<file path="src/ost_defines.svh">
`ifndef OST_DEFINES_SVH
`define OST_DEFINES_SVH
// Clock and time base
`define OST_CLK_NS      40
`define OST_TICK_NS     1000000
`define OST_CYC_PER_MS  (`OST_TICK_NS / `OST_CLK_NS)
// Register offsets
`define OST_CTRL_OFS    8'h00
`define OST_TIM_BASE    8'h04
`define OST_TIM_LAST    8'h18
`define OST_STAT_OFS    8'h1C
// Control fields
`define OST_CTRL_EN     0
`define OST_CTRL_MODE   1
`define OST_CTRL_TRIP   2
// Status fields
`define OST_ST_LAT1     0
`define OST_ST_LAT2     1
`define OST_ST_LAT3     2
`define OST_ST_LAT4     3
`define OST_ST_BLOCK    4
`define OST_ST_TRIP     5
// Timer indices
`define OST_T_PKP1      0
`define OST_T_RST1      1
`define OST_T_PKP2      2
`define OST_T_PKP3      3
`define OST_T_PKP4      4
`define OST_T_SEAL      5
`define OST_NTIM        6
// Timer reset values in ms
`define OST_PKP1_RST    16'h001E
`define OST_RST1_RST    16'h0032
`define OST_PKP2_RST    16'h0011
`define OST_PKP3_RST    16'h0009
`define OST_PKP4_RST    16'h0011
`define OST_SEAL_RST    16'h0190
`define OST_MS_MAX      16'hFFFF
`endif

</file>
<file path="src/ost_pkg.sv">
package ost_pkg;
  typedef logic [31:0] ost_word_t;
  typedef logic [15:0] ost_ms_t;
  typedef enum logic {
    OST_TWO   = 1'b0,
    OST_THREE = 1'b1
  } ost_steps_t;
  typedef enum logic {
    OST_DELAYED = 1'b0,
    OST_EARLY   = 1'b1
  } ost_trip_t;
endpackage

</file>
<file path="src/ost_timer.sv">
`include "ost_defines.svh"
module ost_timer (
  // Clock and reset
  input  wire logic           pclk,
  input  wire logic           presetn,
  input  wire logic           clk_en,
  // Timing
  input  wire logic           tick,
  input  wire logic           run,
  input  wire ost_pkg::ost_ms_t preset,
  output logic                done
);
  import ost_pkg::*;

  ost_ms_t cnt_r;

  // Millisecond count, cleared whenever the timer is not running
  always_ff @(posedge pclk or negedge presetn) begin
    if (!presetn) begin
      cnt_r <= '0;
    end else if (clk_en) begin
      if (!run) begin
        cnt_r <= '0;
      end else if (tick && cnt_r != `OST_MS_MAX) begin
        cnt_r <= cnt_r + 16'h0001;
      end
    end
  end

  assign done = run && (cnt_r >= preset);
endmodule

</file>
<file path="src/ost_sequencer.sv">
`include "ost_defines.svh"
module ost_sequencer #(
  parameter int unsigned CYC_PER_MS = `OST_CYC_PER_MS
) (
  // Clock and reset
  input  wire logic              pclk,
  input  wire logic              presetn,
  input  wire logic              clk_en,
  // APB slave
  input  wire logic              psel,
  input  wire logic              penable,
  input  wire logic              pwrite,
  input  wire logic [7:0]        paddr,
  input  wire ost_pkg::ost_word_t pwdata,
  output ost_pkg::ost_word_t     prdata,
  output logic                   pready,
  output logic                   pslverr,
  // Zone and supervision flags
  input  wire logic              zone_outer,
  input  wire logic              zone_middle,
  input  wire logic              zone_inner,
  input  wire logic              overcurrent_supervision,
  input  wire logic              trip_inhibit_input,
  // Element outputs
  output logic                   block_out,
  output logic                   trip_out
);
  import ost_pkg::*;

  localparam int unsigned TCW = $clog2(CYC_PER_MS + 1);
  localparam int NT = `OST_NTIM;
  localparam ost_ms_t PRESET_RST [NT] = '{`OST_PKP1_RST, `OST_RST1_RST,
    `OST_PKP2_RST, `OST_PKP3_RST, `OST_PKP4_RST, `OST_SEAL_RST};

  logic [TCW-1:0] tick_cnt_r;
  logic           tick;
  logic           en_r;
  ost_steps_t     mode_r;
  ost_trip_t      trip_mode_r;
  ost_ms_t        preset_r [NT];
  logic [NT-1:0]  t_run;
  logic [NT-1:0]  t_done;
  logic           lat1_r;
  logic           lat2_r;
  logic           lat3_r;
  logic           lat4_r;
  logic           trip_r;
  logic           three;
  logic           sup;
  logic           in_out;
  logic           in_mid;
  logic           in_inn;
  logic           step1;
  logic           early_pulse;
  logic           late_pulse;
  logic           trip_set;
  logic           aligned;
  logic           ctrl_hit;
  logic           tim_hit;
  logic           stat_hit;
  logic [2:0]     tim_idx;
  logic           wr;
  logic           rd_setup;
  ost_word_t      rdata_nxt;

  // Millisecond tick
  assign tick = (tick_cnt_r == TCW'(CYC_PER_MS - 1));

  always_ff @(posedge pclk or negedge presetn) begin
    if (!presetn) begin
      tick_cnt_r <= '0;
    end else if (clk_en) begin
      if (tick) begin
        tick_cnt_r <= '0;
      end else begin
        tick_cnt_r <= tick_cnt_r + 1'b1;
      end
    end
  end

  // Address decode
  assign aligned  = (paddr[1:0] == 2'b00);
  assign ctrl_hit = (paddr == `OST_CTRL_OFS);
  assign stat_hit = (paddr == `OST_STAT_OFS);
  assign tim_hit  = aligned && paddr >= `OST_TIM_BASE && paddr <= `OST_TIM_LAST;
  assign tim_idx  = 3'(paddr[4:2] - 3'd1);
  assign wr       = clk_en && psel && penable && pwrite;
  assign rd_setup = clk_en && psel && !penable;
  assign pready   = clk_en;

  // Control register
  always_ff @(posedge pclk or negedge presetn) begin
    if (!presetn) begin
      en_r        <= 1'b0;
      mode_r      <= OST_TWO;
      trip_mode_r <= OST_DELAYED;
    end else if (wr && ctrl_hit) begin
      en_r        <= pwdata[`OST_CTRL_EN];
      mode_r      <= ost_steps_t'(pwdata[`OST_CTRL_MODE]);
      trip_mode_r <= ost_trip_t'(pwdata[`OST_CTRL_TRIP]);
    end
  end

  // Timer presets and timers
  genvar gi;
  generate
    for (gi = 0; gi < NT; gi++) begin : g_tim
      always_ff @(posedge pclk or negedge presetn) begin
        if (!presetn) begin
          preset_r[gi] <= PRESET_RST[gi];
        end else if (wr && tim_hit && tim_idx == 3'(gi)) begin
          preset_r[gi] <= pwdata[15:0];
        end
      end

      ost_timer u_tim (
        .pclk    (pclk),
        .presetn (presetn),
        .clk_en  (clk_en),
        .tick    (tick),
        .run     (t_run[gi]),
        .preset  (preset_r[gi]),
        .done    (t_done[gi])
      );
    end
  endgenerate

  // Read data and error, captured in the setup cycle
  always_comb begin
    rdata_nxt = '0;
    if (ctrl_hit) begin
      rdata_nxt[`OST_CTRL_EN]   = en_r;
      rdata_nxt[`OST_CTRL_MODE] = mode_r;
      rdata_nxt[`OST_CTRL_TRIP] = trip_mode_r;
    end else if (tim_hit) begin
      rdata_nxt[15:0] = preset_r[tim_idx];
    end else if (stat_hit) begin
      rdata_nxt[`OST_ST_LAT1]  = lat1_r;
      rdata_nxt[`OST_ST_LAT2]  = lat2_r;
      rdata_nxt[`OST_ST_LAT3]  = lat3_r;
      rdata_nxt[`OST_ST_LAT4]  = lat4_r;
      rdata_nxt[`OST_ST_BLOCK] = lat1_r;
      rdata_nxt[`OST_ST_TRIP]  = trip_r;
    end
  end

  always_ff @(posedge pclk or negedge presetn) begin
    if (!presetn) begin
      prdata  <= '0;
      pslverr <= 1'b0;
    end else if (rd_setup) begin
      prdata  <= pwrite ? '0 : rdata_nxt;
      pslverr <= !(ctrl_hit || tim_hit || stat_hit);
    end
  end

  // Qualified zones
  assign three  = en_r && (mode_r == OST_THREE);
  assign sup    = en_r && overcurrent_supervision;
  assign in_out = sup && zone_outer;
  assign in_mid = sup && zone_middle && three;
  assign in_inn = sup && zone_inner;
  // Two-step times outer to inner, three-step outer to middle
  assign step1  = in_out && (three ? !in_mid : !in_inn);

  // Timer run conditions
  assign t_run[`OST_T_PKP1] = step1 && !lat1_r;
  assign t_run[`OST_T_RST1] = en_r && lat1_r && !in_out;
  assign t_run[`OST_T_PKP2] = three && lat1_r && in_out && in_mid && !in_inn
                              && !lat2_r;
  assign t_run[`OST_T_PKP3] = (three ? lat2_r : lat1_r) && in_out && in_inn
                              && !lat3_r;
  assign t_run[`OST_T_PKP4] = (trip_mode_r == OST_DELAYED) && lat3_r && in_out
                              && !in_inn && !lat4_r;
  assign t_run[`OST_T_SEAL] = trip_r && !trip_set;

  // Latch one, also the block output
  always_ff @(posedge pclk or negedge presetn) begin
    if (!presetn) begin
      lat1_r <= 1'b0;
    end else if (clk_en) begin
      if (!en_r) begin
        lat1_r <= 1'b0;
      end else if (t_done[`OST_T_PKP1]) begin
        lat1_r <= 1'b1;
      end else if (t_done[`OST_T_RST1]) begin
        lat1_r <= 1'b0;
      end
    end
  end

  // Latch two, three-step only
  always_ff @(posedge pclk or negedge presetn) begin
    if (!presetn) begin
      lat2_r <= 1'b0;
    end else if (clk_en) begin
      if (!three || !in_out) begin
        lat2_r <= 1'b0;
      end else if (t_done[`OST_T_PKP2]) begin
        lat2_r <= 1'b1;
      end
    end
  end

  // Armed latch
  always_ff @(posedge pclk or negedge presetn) begin
    if (!presetn) begin
      lat3_r <= 1'b0;
    end else if (clk_en) begin
      if (!in_out) begin
        lat3_r <= 1'b0;
      end else if (t_done[`OST_T_PKP3]) begin
        lat3_r <= 1'b1;
      end
    end
  end

  // Delayed trip armed latch
  always_ff @(posedge pclk or negedge presetn) begin
    if (!presetn) begin
      lat4_r <= 1'b0;
    end else if (clk_en) begin
      if (!en_r || (!in_out && !lat4_r)) begin
        lat4_r <= 1'b0;
      end else if (!in_out) begin
        lat4_r <= 1'b0;
      end else if (t_done[`OST_T_PKP4]) begin
        lat4_r <= 1'b1;
      end
    end
  end

  // Trip pulses
  assign early_pulse = (trip_mode_r == OST_EARLY) && t_done[`OST_T_PKP3];
  assign late_pulse  = en_r && lat4_r && !in_out;
  assign trip_set    = early_pulse || late_pulse;

  // Trip output with seal-in
  always_ff @(posedge pclk or negedge presetn) begin
    if (!presetn) begin
      trip_r <= 1'b0;
    end else if (clk_en) begin
      if (!en_r || trip_inhibit_input) begin
        trip_r <= 1'b0;
      end else if (trip_set) begin
        trip_r <= 1'b1;
      end else if (t_done[`OST_T_SEAL]) begin
        trip_r <= 1'b0;
      end
    end
  end

  assign block_out = lat1_r;
  assign trip_out  = trip_r;
endmodule

</file>
<file path="config.mk">
export PLATFORM = sky130hd
export DESIGN_NAME = ost_sequencer
export DESIGN_NICKNAME = d
export VERILOG_FILES = /design/src/ost_pkg.sv /design/src/ost_timer.sv /design/src/ost_sequencer.sv
export VERILOG_INCLUDE_DIRS = /design/src
export SDC_FILE = /design/constraint.sdc
export NUM_CORES = 1
export LEC_CHECK = 0
export ABC_AREA = 1
export BUFFER_PORTS_ARGS = -buffer_cell sky130_fd_sc_hd__clkbuf_2
export CAP_MARGIN = 20
export CORE_MARGIN = 2
export CORE_UTILIZATION = 38
export DETAILED_ROUTE_END_ITERATION = 12
export PLACE_DENSITY = 0.6
export SETUP_SLACK_MARGIN = 0.3
export SYNTH_ARGS = -nofsm -noshare
export SYNTH_HDL_FRONTEND = slang
export SYNTH_SLANG_ARGS = --single-unit
</file>
<file path="constraint.sdc">
create_clock -name pclk -period 1.8 [get_ports pclk]
set_input_delay 0.09 -clock pclk [delete_from_list [all_inputs] [get_ports pclk]]
set_output_delay 0.09 -clock pclk [all_outputs]
set_load 0.02 [all_outputs]
</file>
==> results.md <==
* CTS Buffer Depth at 3
* IO Port Bufs at 54
* P_int at 9.77 mW
* Aggregate global-route resource usage at 0.230
* Vias/cell at 5.17
* Worst reg-to-reg setup slack at -300 ps
* Antenna violations before repair at 1
* Max-cap violations at 0
* WL/cell at 17.4 µm
* Instance count of the mapped netlist at 1907
* Synth area leaders: dfrtp_1 (36%), nand2_1 (9.1%), ha_1 (9.0%), inv_1 (6.4%), o21ai_0 (4.4%)
* GP Congestion at 0.847
* Post-route ant nets at 0
* Total gr overflow at 0
* Critical Path Sink Type: flop
* Io pins at 87
* Synth cell types at 55
* Worst-skew pair later-pin latency at 580 ps
* CTS sink cnt at 232
* Combinational share of power at 0.148
* Layout cells sized above 1 at 0.373
* Sw Share at 0.276
* Worst setup margin at -297 ps
* Worst clock skew at 18.4 ps
* Synth Area per Inst at 7.98 µm²
* Via count at 14.5k
* Sequential standard cell area at 5830 µm²
* Initial DRC Count at 959
* Max-slew violations at 0
* Cell with the most instances after synthesis: nand2_1
* Dpl hpwl at 35300 µm
* Startpoint Class: flop
* Outcome: finished with violations
* Main synth FF type: dfrtp_1
* Post-route cell area at 21300 µm²
* Commonest cells post-synth: nand2_1 (370), inv_1 (258), dfrtp_1 (216)
* Number of synthesized flops with an enable pin at 0
* Share of the synthesized area in the top cell type at 0.355
* Fill cell count at 3602
* Violations in the final reports: negative setup slack
* TritonCTS clock tree: yes
* Layout area overhead at 40.0%
* Hold crit path type: input port to flop
* Largest net degree at the start of global routing at 56
* Critical-path maximum fanout at 5
* Mapped Area at 15200 µm²
* Area of the multi-input gates at 9510 µm²
* Cell Area, Placed at 18100 µm²
* Leading area contributor after synthesis: dfrtp_1
* Vias in the first global route at 14.5k
* Clock share of power at 0.447
* Setup violations, final at 104
* Cell Pwr Density at 633 nW/µm²
* Hold Vio Cnt, Final at 0
* Seq/Total Area, Yosys at 0.383
* Drc violations at 0
* Core area at 39600 µm²
* CTS H-tree depth at 1
* Req. time, crit path at 2260 ps
* # rows at 73
* Total power at 13.5 mW
* Nets at 2414
* CTS Root Cell: clkbuf_16
* Worst Setup Path Type: flop to flop
* Worst-path clk slew at 60 ps
* P_sw at 3.72 mW
* RSZ-0062 raised after global routing: true
* WP data arrival at 2560 ps
* Fmax at 477 MHz
* CTS buffer count at 28
* Maximum vdd drop at 1.07 mV
* Total length of routed wires at 48800 µm
* Seq pwr share at 0.404
* Die extent in x at 204 µm
* Leakage at 9.76 nW
* Setup WS pre-CTS at -308 ps
* Die Area at 41700 µm²
* Final worst path period need at 2100 ps
* Async set or reset register ratio after synthesis at 1.00
* Initial Util at 0.384
* First-pass GRT wire length at 76200 µm
* Height of the die at 204 µm
* Final period utilization at 1.16
* DRT Pass-1 Iters at 5
* Yosys warns at 0
* Register bit total from synthesis at 232
==> flip-flops by register name (all words and copies together) (netlist names) <==
| signal | count |
|---|---|
| block_out | 1 |
| en_r | 1 |
| g_tim.u_tim.cnt_r | 96 |
| lat2_r | 1 |
| lat3_r | 1 |
| lat4_r | 1 |
| mode_r | 1 |
| prdata | 16 |
| preset_r | 96 |
| pslverr | 1 |
| tick_cnt_r | 15 |
| trip_mode_r | 1 |
| trip_out | 1 |
==> what timing repair did <==
action	in CTS	in global routing
pin swaps	61	80
buffers inserted	36	25
endpoints found under the setup margin	111	123
hold endpoints to repair	276	0
hold buffers	21	0
resized for setup	179	163
cloned	7	1
==> per-stage QoR <==
step	hold WS, ps	util	setup TNS [ps]	cells
after CTS	8.76	0.514	-7360	2774
after global placement	62.0	0.457	-5060	2658
after detailed placement	64.6	0.457	-7820	2658
final	29.9	0.537	-17600	2801
after floorplan	-206	-	-2.37	1922
after global routing	58.2	0.537	-26640	2800
==> placed cells by master, fill, tap and decap left out, drive strengths merged, types with 18 or more instances in the layout <==
| master | netlist | final |
|---|---|---|
| nand2 | 388 | 390 |
| buf | 52 | 296 |
| inv | 273 | 273 |
| o21ai | 243 | 243 |
| dfrtp | 216 | 216 |
| a21oi | 129 | 129 |
| nand3 | 124 | 125 |
| ha | 110 | 110 |
| nor2 | 108 | 108 |
| clkbuf | 21 | 95 |
| nor3 | 57 | 57 |
| nand4 | 47 | 47 |
| xor2 | 45 | 45 |
| dlygate4sd3 | 0 | 21 |
| nor4 | 18 | 18 |
==> path summary, 6_finish.rpt <==
path	cells after the start	start	end
worst max-delay path	11	tick_cnt_r[1]$_DFFE_PN0P_	g_tim[5].u_tim.cnt_r[4]$_DFFE_PN0P_
worst min-delay path	5	penable	trip_mode_r$_DFFE_PN0P_
worst max register to register	11	tick_cnt_r[1]$_DFFE_PN0P_	g_tim[5].u_tim.cnt_r[4]$_DFFE_PN0P_
worst min register to register	2	preset_r[4]$_DFFE_PN1P_	preset_r[4]$_DFFE_PN1P_
max in group asynchronous	3	presetn	preset_r[4]$_DFFE_PN1P_
min in group asynchronous	2	presetn	preset_r[44]$_DFFE_PN0P_
==> power by group through the flow <==
stage	clock, mW	combinational [mW]	sequential [mW]
4_1_cts	6.15	1.77	5.44
6_report	6.03	2.00	5.46
5_1_grt	6.36	2.16	5.46
2_1_floorplan	0	0.835	5.53
3_5_place_dp	0	1.52	5.53
3_3_place_gp	0	1.49	5.53
==> cells by family after synthesis <==
group	share of synthesized area
AND/OR/NAND/NOR	0.234
AO/OA/AOI/OAI	0.159
buffers and inverters	0.104
flip-flops	0.383
adder cells (fa/ha/maj)	0.0904
XOR/XNOR	0.0288
other	0.000246
multiplexers	0.000740
==> cell type report <==
type                    count  share of cell area
multi-input cells        1344               0.446
flip-flops and latches    232               0.274
repair buffers            370               0.150
inverters                 276              0.0521
clock buffers              42              0.0391
well taps                 525              0.0308
clock inverters            10             0.00658
repair inverters            1            0.000529
diodes                      1            0.000118
==> routing by layer <==
metal | global-route usage | vias to the layer above | wire length [µm]
li1 | - | 7068 | -
met1 | 0.301 | 6977 | 21400
met4 | 0.0707 | 0 | 1380
met2 | 0.391 | 341 | 24000
met5 | 0 | - | 0
met3 | 0.0346 | 86 | 2040
==> critical path, cell delays in order, from the launching register on <==
cell and delay, ps:
dfrtp_1 370, ha_2 210, nand4_1 160, nor3_2 160
nand4_1 200, buf_6 200, inv_1 100, buf_4 140
nand2_4 100, buf_4 190, nand3_1 80, nand2_1 70
Note: power is estimated with default switching activity, not from simulation.
